### src/ranging_result_pkg.sv
// Package with register indices, field positions, reset values and helpers for the result bank.
package ranging_result_pkg;

	// ==========================================================================
	// Widths
	// ==========================================================================
	localparam int unsigned APB_ADDR_W = 8;
	localparam int unsigned APB_DATA_W = 32;
	localparam int unsigned COUNT_W    = 32;
	localparam int unsigned XTALK_W    = 16;

	typedef logic [7:0] reg_index_t;

	// ==========================================================================
	// Register indices; the byte address on the bus is four times the index
	// ==========================================================================
	localparam reg_index_t IDX_REF_COUNT_BYTE1          = 8'h35;
	localparam reg_index_t IDX_REF_COUNT_BYTE2          = 8'h36;
	localparam reg_index_t IDX_REF_COUNT_BYTE3          = 8'h37;
	localparam reg_index_t IDX_TARGET_COUNT_BYTE0       = 8'h38;
	localparam reg_index_t IDX_TARGET_COUNT_BYTE1       = 8'h39;
	localparam reg_index_t IDX_TARGET_COUNT_BYTE2       = 8'h3a;
	localparam reg_index_t IDX_TARGET_COUNT_BYTE3       = 8'h3b;
	localparam reg_index_t IDX_CROSSTALK_PEAK_HIGH_BYTE = 8'h3c;
	localparam reg_index_t IDX_CROSSTALK_PEAK_LOW_BYTE  = 8'h3d;
	localparam reg_index_t IDX_RESULT_STATUS            = 8'h3e;
	localparam reg_index_t IDX_CAPTURE_CONTROL          = 8'h3f;

	// ==========================================================================
	// Field positions
	// ==========================================================================
	localparam int unsigned STATUS_RESULT_SEEN_BIT = 0;
	localparam int unsigned STATUS_TARGET_BIT      = 1;
	localparam int unsigned STATUS_ALGO_BIT        = 2;
	localparam int unsigned CTRL_CAPTURE_EN_BIT    = 0;

	// ==========================================================================
	// Reset values
	// ==========================================================================
	localparam logic [COUNT_W-1:0] RST_COUNT      = 32'h0000_0000;
	localparam logic [XTALK_W-1:0] RST_XTALK      = 16'h0000;
	localparam logic               RST_CAPTURE_EN = 1'b1;
	localparam logic               RST_FLAG       = 1'b0;

	// ==========================================================================
	// Helpers
	// ==========================================================================
	// Byte address of a register index; all indices stay below 8'h40.
	function automatic logic [APB_ADDR_W-1:0] byte_addr(input reg_index_t idx);
		return {idx[5:0], 2'b00};
	endfunction

	// One byte lane of a word, lane 0 being the least significant.
	function automatic logic [7:0] byte_of(input logic [31:0] w, input logic [1:0] lane);
		logic [7:0] b;
		case (lane)
			2'd0: b = w[7:0];
			2'd1: b = w[15:8];
			2'd2: b = w[23:16];
			default: b = w[31:24];
		endcase
		return b;
	endfunction

endpackage

### src/apb_read_stage.sv
// APB response stage: registers read data and error in the setup cycle, answers in the access.
`timescale 1ns/1ps

module apb_read_stage
	import ranging_result_pkg::*;
(
	input  wire logic                  core_clk_in,
	input  wire logic                  rst_in,
	input  wire logic                  psel_in,
	input  wire logic                  penable_in,
	input  wire logic [7:0]            rd_byte_in,
	input  wire logic                  addr_hit_in,
	output logic      [APB_DATA_W-1:0] prdata_out,
	output logic                       pready_out,
	output logic                       pslverr_out
);

	logic setup_phase;
	logic err_q;

	// Setup cycle of a transfer; the only cycle in which the answer is sampled.
	assign setup_phase = psel_in & ~penable_in;

	// Read data is taken from flip-flops so the bus never sees a combinational mux path.
	always_ff @(posedge core_clk_in or posedge rst_in) begin
		if (rst_in) begin
			prdata_out <= 32'h0000_0000;
		end else if (setup_phase) begin
			prdata_out <= {24'h00_0000, rd_byte_in};
		end
	end

	// Error flag for an unmapped or misaligned address, held for the access phase.
	always_ff @(posedge core_clk_in or posedge rst_in) begin
		if (rst_in) begin
			err_q <= 1'b0;
		end else if (setup_phase) begin
			err_q <= ~addr_hit_in;
		end
	end

	// Zero wait states: every access phase completes in its first cycle.
	assign pready_out  = psel_in & penable_in;
	assign pslverr_out = psel_in & penable_in & err_q;

endmodule // apb_read_stage

### src/ranging_result_bank.sv
// Result register bank of the ranging sensor: hit counts and crosstalk peak behind APB.
//
// Register access over APB was chosen for this implementation.
`timescale 1ns/1ps

module ranging_result_bank
	import ranging_result_pkg::*;
(
	input  wire logic                  core_clk_in,
	input  wire logic                  rst_in,
	// APB slave.
	input  wire logic                  psel_in,
	input  wire logic                  penable_in,
	input  wire logic                  pwrite_in,
	input  wire logic [APB_ADDR_W-1:0] paddr_in,
	input  wire logic [APB_DATA_W-1:0] pwdata_in,
	input  wire logic [3:0]            pstrb_in,
	output logic      [APB_DATA_W-1:0] prdata_out,
	output logic                       pready_out,
	output logic                       pslverr_out,
	// Measurement engine.
	input  wire logic                  result_valid_in,
	input  wire logic                  target_detected_in,
	input  wire logic                  distance_algo_used_in,
	input  wire logic [COUNT_W-1:0]    ref_count_in,
	input  wire logic [COUNT_W-1:0]    target_count_in,
	input  wire logic [XTALK_W-1:0]    crosstalk_peak_in
);

	// ==========================================================================
	// Declarations
	// ==========================================================================
	logic [COUNT_W-1:0] ref_count_q;
	logic [COUNT_W-1:0] target_count_q;
	logic [XTALK_W-1:0] crosstalk_peak_q;
	logic               capture_en_q;
	logic               result_seen_q;
	logic               target_flag_q;
	logic               algo_flag_q;
	logic               capture;
	logic               counts_valid;
	logic               ctrl_write;
	logic [7:0]         rd_byte;
	logic               addr_hit;
	logic [7:0]         status_byte;

	// ==========================================================================
	// Capture of a finished measurement
	// ==========================================================================
	// A result is taken only while capture is enabled, so software can freeze the
	// bank and read a multi-byte count without tearing it across two measurements.
	assign capture      = result_valid_in & capture_en_q;
	// Counts only carry meaning when the distance algorithm found a target.
	assign counts_valid = target_detected_in & distance_algo_used_in;

	// Reference count snapshot; forced to zero when no target or algorithm.
	always_ff @(posedge core_clk_in or posedge rst_in) begin
		if (rst_in) begin
			ref_count_q <= RST_COUNT;
		end else if (capture) begin
			ref_count_q <= counts_valid ? ref_count_in : RST_COUNT;
		end
	end

	// Target count snapshot; forced to zero when no target or algorithm.
	always_ff @(posedge core_clk_in or posedge rst_in) begin
		if (rst_in) begin
			target_count_q <= RST_COUNT;
		end else if (capture) begin
			target_count_q <= counts_valid ? target_count_in : RST_COUNT;
		end
	end

	// Crosstalk peak snapshot; its validity depends on scene conditions the host
	// must arrange, so it is stored whatever the target flag says.
	always_ff @(posedge core_clk_in or posedge rst_in) begin
		if (rst_in) begin
			crosstalk_peak_q <= RST_XTALK;
		end else if (capture) begin
			crosstalk_peak_q <= crosstalk_peak_in;
		end
	end

	// Status flags describing the stored measurement.
	always_ff @(posedge core_clk_in or posedge rst_in) begin
		if (rst_in) begin
			result_seen_q <= RST_FLAG;
			target_flag_q <= RST_FLAG;
			algo_flag_q   <= RST_FLAG;
		end else if (capture) begin
			result_seen_q <= 1'b1;
			target_flag_q <= target_detected_in;
			algo_flag_q   <= distance_algo_used_in;
		end
	end

	// ==========================================================================
	// Control register
	// ==========================================================================
	// A write takes effect in the access phase only; writes to the result bytes
	// match no decode here and so leave the bank untouched.
	assign ctrl_write = psel_in & penable_in & pwrite_in & pstrb_in[0]
		& (paddr_in == byte_addr(IDX_CAPTURE_CONTROL));

	// Capture enable, set after reset so results flow without software help.
	always_ff @(posedge core_clk_in or posedge rst_in) begin
		if (rst_in) begin
			capture_en_q <= RST_CAPTURE_EN;
		end else if (ctrl_write) begin
			capture_en_q <= pwdata_in[CTRL_CAPTURE_EN_BIT];
		end
	end

	// ==========================================================================
	// Read decode
	// ==========================================================================
	// Status byte with unused bits reading as zero.
	always_comb begin
		status_byte = 8'h00;
		status_byte[STATUS_RESULT_SEEN_BIT] = result_seen_q;
		status_byte[STATUS_TARGET_BIT]      = target_flag_q;
		status_byte[STATUS_ALGO_BIT]        = algo_flag_q;
	end

	// Byte selection by address; unmapped addresses read zero and flag an error.
	always_comb begin
		rd_byte  = 8'h00;
		addr_hit = 1'b1;
		case (paddr_in)
			byte_addr(IDX_REF_COUNT_BYTE1):    rd_byte = byte_of(ref_count_q, 2'd1);
			byte_addr(IDX_REF_COUNT_BYTE2):    rd_byte = byte_of(ref_count_q, 2'd2);
			byte_addr(IDX_REF_COUNT_BYTE3):    rd_byte = byte_of(ref_count_q, 2'd3);
			byte_addr(IDX_TARGET_COUNT_BYTE0): rd_byte = byte_of(target_count_q, 2'd0);
			byte_addr(IDX_TARGET_COUNT_BYTE1): rd_byte = byte_of(target_count_q, 2'd1);
			byte_addr(IDX_TARGET_COUNT_BYTE2): rd_byte = byte_of(target_count_q, 2'd2);
			byte_addr(IDX_TARGET_COUNT_BYTE3): rd_byte = byte_of(target_count_q, 2'd3);
			byte_addr(IDX_CROSSTALK_PEAK_HIGH_BYTE): begin
				rd_byte = crosstalk_peak_q[15:8];
			end
			byte_addr(IDX_CROSSTALK_PEAK_LOW_BYTE): begin
				rd_byte = crosstalk_peak_q[7:0];
			end
			byte_addr(IDX_RESULT_STATUS):      rd_byte = status_byte;
			byte_addr(IDX_CAPTURE_CONTROL):    rd_byte = {7'h00, capture_en_q};
			default:                           addr_hit = 1'b0;
		endcase
	end

	// ==========================================================================
	// Bus response
	// ==========================================================================
	apb_read_stage u_read_stage (
		.core_clk_in (core_clk_in),
		.rst_in      (rst_in),
		.psel_in     (psel_in),
		.penable_in  (penable_in),
		.rd_byte_in  (rd_byte),
		.addr_hit_in (addr_hit),
		.prdata_out  (prdata_out),
		.pready_out  (pready_out),
		.pslverr_out (pslverr_out)
	);
endmodule // ranging_result_bank

### config.mk
export PLATFORM = sky130hd
export DESIGN_NAME = ranging_result_bank
export DESIGN_NICKNAME = d
export VERILOG_FILES = /design/src/ranging_result_pkg.sv /design/src/apb_read_stage.sv /design/src/ranging_result_bank.sv
export SDC_FILE = /design/constraint.sdc
export NUM_CORES = 1
export LEC_CHECK = 0
export BUFFER_PORTS_ARGS = -buffer_cell sky130_fd_sc_hd__buf_2
export CORE_MARGIN = 4
export CORE_UTILIZATION = 49
export CTS_CLUSTER_SIZE = 8
export DETAILED_ROUTE_END_ITERATION = 10
export GPL_ROUTABILITY_DRIVEN = 0
export GPL_TIMING_DRIVEN = 0
export MAX_ROUTING_LAYER = met4
export PLACE_DENSITY = 0.81
export SYNTH_ARGS = -nofsm -noshare
export SYNTH_HDL_FRONTEND = slang
export SYNTH_SLANG_ARGS = --single-unit
### constraint.sdc
create_clock -name core_clk_in -period 3.4 [get_ports core_clk_in]
set_clock_uncertainty 0.05 [all_clocks]
set_input_delay 0.17 -clock core_clk_in [delete_from_list [all_inputs] [get_ports core_clk_in]]
set_output_delay 0.17 -clock core_clk_in [all_outputs]
set_load 0.02 [all_outputs]
==> results of run 1 <==
-- cell families (layout without fill, tap and decap cells) --
family | after synthesis | count (layout)
compound gates | 100 | 100
buf+inv | 54 | 237
flops | 85 | 85
mux | 43 | 43
other cells | 1 | 24
simple gates | 42 | 42
-- synth_stat cells, types with 3 or more instances --
cell / count / area share
a211oi_1: 4 / 0.0073
a21oi_1: 4 / 0.0049
a22o_1: 61 / 0.13
a22oi_1: 8 / 0.015
a32oi_1: 3 / 0.0064
buf_1: 5 / 0.0046
buf_2: 8 / 0.0097
buf_4: 30 / 0.055
buf_6: 3 / 0.0082
clkbuf_1: 4 / 0.0036
dfrtp_1: 84 / 0.51
inv_1: 4 / 0.0036
mux2_2: 27 / 0.074
mux2i_1: 10 / 0.024
mux4_2: 4 / 0.022
nand2_1: 5 / 0.0046
nand2b_1: 4 / 0.0061
nand3_1: 3 / 0.0036
nand3b_1: 6 / 0.011
nor2b_1: 4 / 0.0061
nor3_1: 5 / 0.0061
o21ai_1: 8 / 0.0097
-- state kept, by name, summed over array words and instances (netlist names) --
signal and count:
target_count_q 32, capture_en_q 1, crosstalk_peak_q 16, result_seen_q 1, u_read_stage.prdata_out 8, u_read_stage.err_q 1
target_flag_q 1, ref_count_q 24, algo_flag_q 1
-- path summary, 6_finish.rpt --
path                                         endpoint                  startpoint  slack, ns
setup / recovery                   target_count_q[20]                capture_en_q       1.79
hold / removal                     target_count_q[16]         target_count_in[16]      0.005
setup reg to reg                   target_count_q[20]                capture_en_q       1.79
hold reg to reg            u_read_stage.prdata_out[0]  u_read_stage.prdata_out[0]       0.45
max in group asynchronous                capture_en_q                      rst_in       2.29
min in group asynchronous           target_count_q[0]                      rst_in       0.35
-- critical path: stages (launching register included) --
cell,delay (ns)
dfstp_2,0.55
nand2_1,0.09
buf_2,0.22
buf_1,0.27
a22o_1,0.31
-- timing repair --
| item | in CTS | in global routing |
|---|---|---|
| hold buffers | 69 | 1 |
| resized for setup | 0 | 0 |
| hold endpoints to repair | 111 | 1 |
-- per-layer routing --
layer | wire, µm | vias up | track usage
met5 | 0 | - | -
met1 | 4500 | 1695 | 0.306
met4 | 357 | 0 | 0.102
met2 | 5830 | 169 | 0.402
li1 | - | 1596 | -
met3 | 916 | 28 | 0.0575
-- stage by stage --
step	worst slack (ns)	std cells	hold slack [ns]	util
after floorplan	0.988	348	0.253	-
after global placement	0.127	549	0.335	0.586
after detailed placement	1.79	550	0.217	0.589
after CTS	1.78	635	0.00213	0.698
after global routing	1.69	636	0.00516	0.699
final	1.79	636	0.00496	0.699
-- layout make-up --
class                      instances  area [µm²]
clock inverter                     6        68.8
multi-input combinational        209        1730
timing repair buffer             167        1200
tap                              105         131
inverter                           4        17.5
buffer                            50         333
fill                             600        2470
sequential                        85        2130
clock buffer                      10         138
-- power by group --
group | internal [mW] | switching [mW] | leakage [nW] | total [mW]
logic | 0.158 | 0.130 | 1.58 | 0.288
clock network | 0.365 | 0.382 | 0.103 | 0.747
registers | 1.03 | 0.0146 | 1.17 | 1.05
==> flow_metrics.tcl, run 1 <==
set metrics [dict create \
    outcome "complete, no violations" \
    synth_xor_area_frac 0 \
    maxCapViolations 0 \
    die-area_um2 9940 \
    async_flop_share 1.00 \
    cts_setup_buffers 0 \
    worstHoldPathType "primary input to flop" \
    yosysUniqueCellTypes 46 \
    start_kind "flop" \
    tightest_slew_ns 0.552 \
    wl_um 11600 \
    powerDensity_nw_per_um2 363 \
    syn_area_um2 4120 \
    portBuffers 96 \
    hold_viol 0 \
    grt_pass1_vias 3566 \
    area_delta_synth_final_pct 39.5 \
    cts_buffer_depth 2 \
    start_util 0.501 \
    cts.sinks 85 \
    die_h_um 99.7 \
    worstHoldPathCells 2 \
    clockRootBuffer "clkbuf_8" \
    numCtsBuffers 9 \
    synth-compound-area-share 0.201 \
    post-route-cell-area_um2 5750 \
    clk_latency_ns 0.37 \
    antenna_found_initial 0 \
    yosys_register_bits 85 \
    clk_pin_slew_ns 0.09 \
    synth_mux_area_frac 0.127 \
    rsz0062_at_grt "false" \
    leakagePower_nw 2.86 \
    io_pins 166 \
    overflow 0 \
    cp.arrival_ns 1.81 \
    min_period_over_period 0.474 \
    avgSynthCellArea_um2 12.7 \
    crit_fanout 10 \
    reg2reg_depth 4 \
    placed_cell_area_um2 4840 \
    layout-drive-gt1-share 0.365 \
    max-vdd-ir-drop_mv 0.293 \
    drtAntennaViolNets 0 \
    fin_tns_setup_ns 0 \
    drt_iter0_markers 228 \
    layout_common_cells "104 x buf_2, 84 x dfrtp_1, 70 x dlygate4sd3_1, 61 x a22o_1, 30 x buf_4" \
    antenna_cells 0 \
    crit_required_ns 3.60 \
    nets 658 \
    die_w_um 99.7 \
    worstSetupEndpointType "flop" \
    seq_area_frac_synth 0.517 \
    synth_edf_count 0 \
    drtPass1Iterations 4 \
    fmax_mhz 621 \
    cts_tree "built" \
    grtUsageTotal 0.250 \
    rows 33 \
    grt_max_degree 45 \
    synth-simple-area-share 0.0693 \
    slew_headroom 0.632 \
    path_class "flop to flop" \
    grt_pass1_wl_um 18400 \
    final_common_cell "buf_2" \
    synth_ff_type "dfrtp_1" \
    dp_hpwl_um 7840 \
    min_period_ns 1.61 \
    synth_top_family_by_area "compound AO/OA/AOI/OAI gates" \
    drc 0 \
    vias 3488 \
    vias_per_cell 5.48 \
    coreArea_um2 8220 \
    yosys_warnings 0 \
    synthAdderAreaFrac 0 \
    setup_viol 0 \
    p_total_mw 2.08 \
    maxSlewViolCount 0 \
    wl_per_cell_um 18.2 \
    syn_inst 325 \
    htreeDepth 3 \
]
(Power assumes the default switching activity.)
==> inputs of run 2 (changes only) <==
--- a/config.mk
+++ b/config.mk
@@ -7,13 +7,13 @@
 export LEC_CHECK = 0
 export BUFFER_PORTS_ARGS = -buffer_cell sky130_fd_sc_hd__buf_2
 export CORE_MARGIN = 4
-export CORE_UTILIZATION = 49
+export CORE_UTILIZATION = 44
 export CTS_CLUSTER_SIZE = 8
 export DETAILED_ROUTE_END_ITERATION = 10
 export GPL_ROUTABILITY_DRIVEN = 0
 export GPL_TIMING_DRIVEN = 0
 export MAX_ROUTING_LAYER = met4
-export PLACE_DENSITY = 0.81
+export PLACE_DENSITY = 0.77
 export SYNTH_ARGS = -nofsm -noshare
 export SYNTH_HDL_FRONTEND = slang
 export SYNTH_SLANG_ARGS = --single-unit
==> constraint.sdc (replaced) <==
create_clock -name core_clk_in -period 1.3 [get_ports core_clk_in]
set_clock_uncertainty 0.05 [all_clocks]
set_input_delay 0.065 -clock core_clk_in [delete_from_list [all_inputs] [get_ports core_clk_in]]
set_output_delay 0.065 -clock core_clk_in [all_outputs]
set_load 0.02 [all_outputs]
==> run 2 against run 1 <==
- the run now ends with negative setup slack left
- first-iteration DRC count rose by 44%
- sequential share of layout area fell by 4.1 points
- clock-buffer cell count rose by 2
- critical path depth did not move
- sequential power rose to 2.6 times the previous value
- via count rose by 6.9%
- combinational power rose to 2.8 times the previous value
- sequential cell count did not move
- global-route usage fell by 2.3 points
- register-to-register slack got worse by 2.0 ns
- wire length rose by 9.8%
- non-clock buffer count rose by 34
- largest cell class is now non-clock buffers
- highest routed layer unchanged
==> flow_metrics.tcl, run 2 (synthesis gave the netlist of run 1 again) <==
set metrics [dict create \
    outcome "finished with violations" \
    violations "negative setup slack" \
    slew_headroom 0.632 \
    largest_reg_flops 32 \
    whs_ns 0.152 \
    fillers 603 \
    setup_ws_ns -0.168 \
    max-vdd-ir-drop_mv 0.626 \
    portBuffers 96 \
    wl_um 12700 \
    cts_buffer_depth 2 \
    fmax_mhz 681 \
    cts.sinks 85 \
    postLayoutCoreUtil 0.702 \
    cp_slowest_cell "dfrtp_1" \
    area_delta_synth_final_pct 56.7 \
    cp-startpoint "target_count_q[18]" \
    start_kind "flop" \
    critPathBufInv 0 \
    die_h_um 105 \
    clk_pin_slew_ns 0.09 \
    worstHoldPathType "primary input to flop" \
    crit_end "u_read_stage.prdata_out[2]" \
    worstSetupEndpointType "flop" \
    htreeDepth 3 \
    drtPass1Iterations 5 \
    nets 692 \
    numCtsBuffers 9 \
    rows 35 \
    die_w_um 105 \
    grt_pass1_wl_um 19000 \
    antenna_found_initial 0 \
    antenna_cells 0 \
    leakagePower_nw 3.18 \
    clockRootBuffer "clkbuf_8" \
    critPathTopFamily "compound AO/OA/AOI/OAI gates" \
    layout-drive-gt1-share 0.422 \
    rsz0062_at_grt "true" \
    start_util 0.448 \
    maxSlewViolCount 0 \
    reg2reg_depth 4 \
    vias_per_cell 5.52 \
    maxCapViolations 0 \
    overflow 0 \
    grt_pass1_vias 3687 \
    grt_max_degree 45 \
    coreArea_um2 9200 \
    vias 3729 \
    crit_required_ns 1.48 \
    final_common_cell "buf_2" \
    min_period_ns 1.47 \
    drc 0 \
    r2r-end "u_read_stage.prdata_out[2]" \
    die-area_um2 11000 \
    cp.depth 4 \
    min_period_over_period 1.13 \
    largestRegisters "target_count_q x32, ref_count_q x24, crosstalk_peak_q x16" \
    cts_tree "built" \
    drt_iter0_markers 329 \
    powerDensity_nw_per_um2 879 \
    tightest_slew_ns 0.552 \
    layout_common_cells "97 x buf_2, 84 x dfrtp_1, 76 x dlygate4sd3_1, 61 x a22o_1, 42 x buf_4" \
    r2r_setup_slack_ns -0.17 \
    path_class "flop to flop" \
    post-route-cell-area_um2 6450 \
    cp.arrival_ns 1.65 \
    place_ws_ns -0.213 \
    wl_per_cell_um 18.9 \
    largest-register "target_count_q" \
    grtUsageTotal 0.227 \
    placed_cell_area_um2 4890 \
    worst_r2r_startpoint "target_count_q[18]" \
    io_pins 166 \
    clk_latency_ns 0.35 \
    setup_viol 80 \
    cpPeakStageDelay_ns 0.41 \
    hold_viol 0 \
    drtAntennaViolNets 0 \
    crit_fanout 2 \
    dp_hpwl_um 8120 \
    worstPathCellList "mux2_4 -> a221o_1 -> a32oi_1 -> o21ai_1" \
]
[run 2: tightest hold or removal path, cell delays in order]
cell and delay (ns):
buf_2 0.09, nand3_1 0.08, nor4_1 0.06, mux2_2 0.21
[run 2: metrics by stage]
step           std cells  power (mW)  setup TNS [ns]
3_5_place_dp         557        3.39          -10.96
6_report             675        5.67           -7.08
4_1_cts              662        5.66           -4.08
5_1_grt              675        5.85           -9.68
2_1_floorplan        348        3.15          -0.197
3_3_place_gp         555        3.36          -35.76
[run 2: final cells by class]
class | instances | area, µm² | share of cell area
tap | 111 | 139 | 0.0215
buffer | 48 | 440 | 0.0683
multi-input combinational | 209 | 1810 | 0.280
sequential | 85 | 2130 | 0.330
clock inverter | 3 | 68.8 | 0.0107
clock buffer | 12 | 155 | 0.0240
inverter | 4 | 18.8 | 0.00291
timing repair buffer | 203 | 1700 | 0.263
[run 2: metal layers]
metal	up-vias	track usage	part of all wire
met5	-	-	0
met4	0	0.0787	0.035
li1	1662	-	-
met2	207	0.363	0.47
met3	38	0.0531	0.074
met1	1822	0.284	0.42
[run 2: what timing repair did]
| item | in CTS | in global routing |
|---|---|---|
| pin swaps | 23 | 22 |
| cloned | 7 | 2 |
| endpoints found under the setup margin | 76 | 80 |
| hold endpoints to repair | 124 | 0 |
| resized for setup | 44 | 19 |
| hold buffers | 76 | 0 |
| setup buffers | 7 | 13 |
[run 2: worst min-delay path by stage]
stage,startpoint,endpoint,cells after the start
final,pwrite_in,capture_en_q,4
after floorplan,ref_count_in[10],ref_count_q[10],1
after global placement,target_count_in[28],target_count_q[28],2
after CTS,paddr_in[0],u_read_stage.prdata_out[6],4
after global routing,paddr_in[0],u_read_stage.prdata_out[6],4
after detailed placement,rst_in,target_count_q[0],3
[run 2: report_power, final]
group          internal [mW]  switching, mW  leakage (nW)  total [mW]
combinational          0.448          0.363          1.89       0.811
clock                   1.18          0.933         0.113        2.12
sequential              2.71         0.0398          1.17        2.74
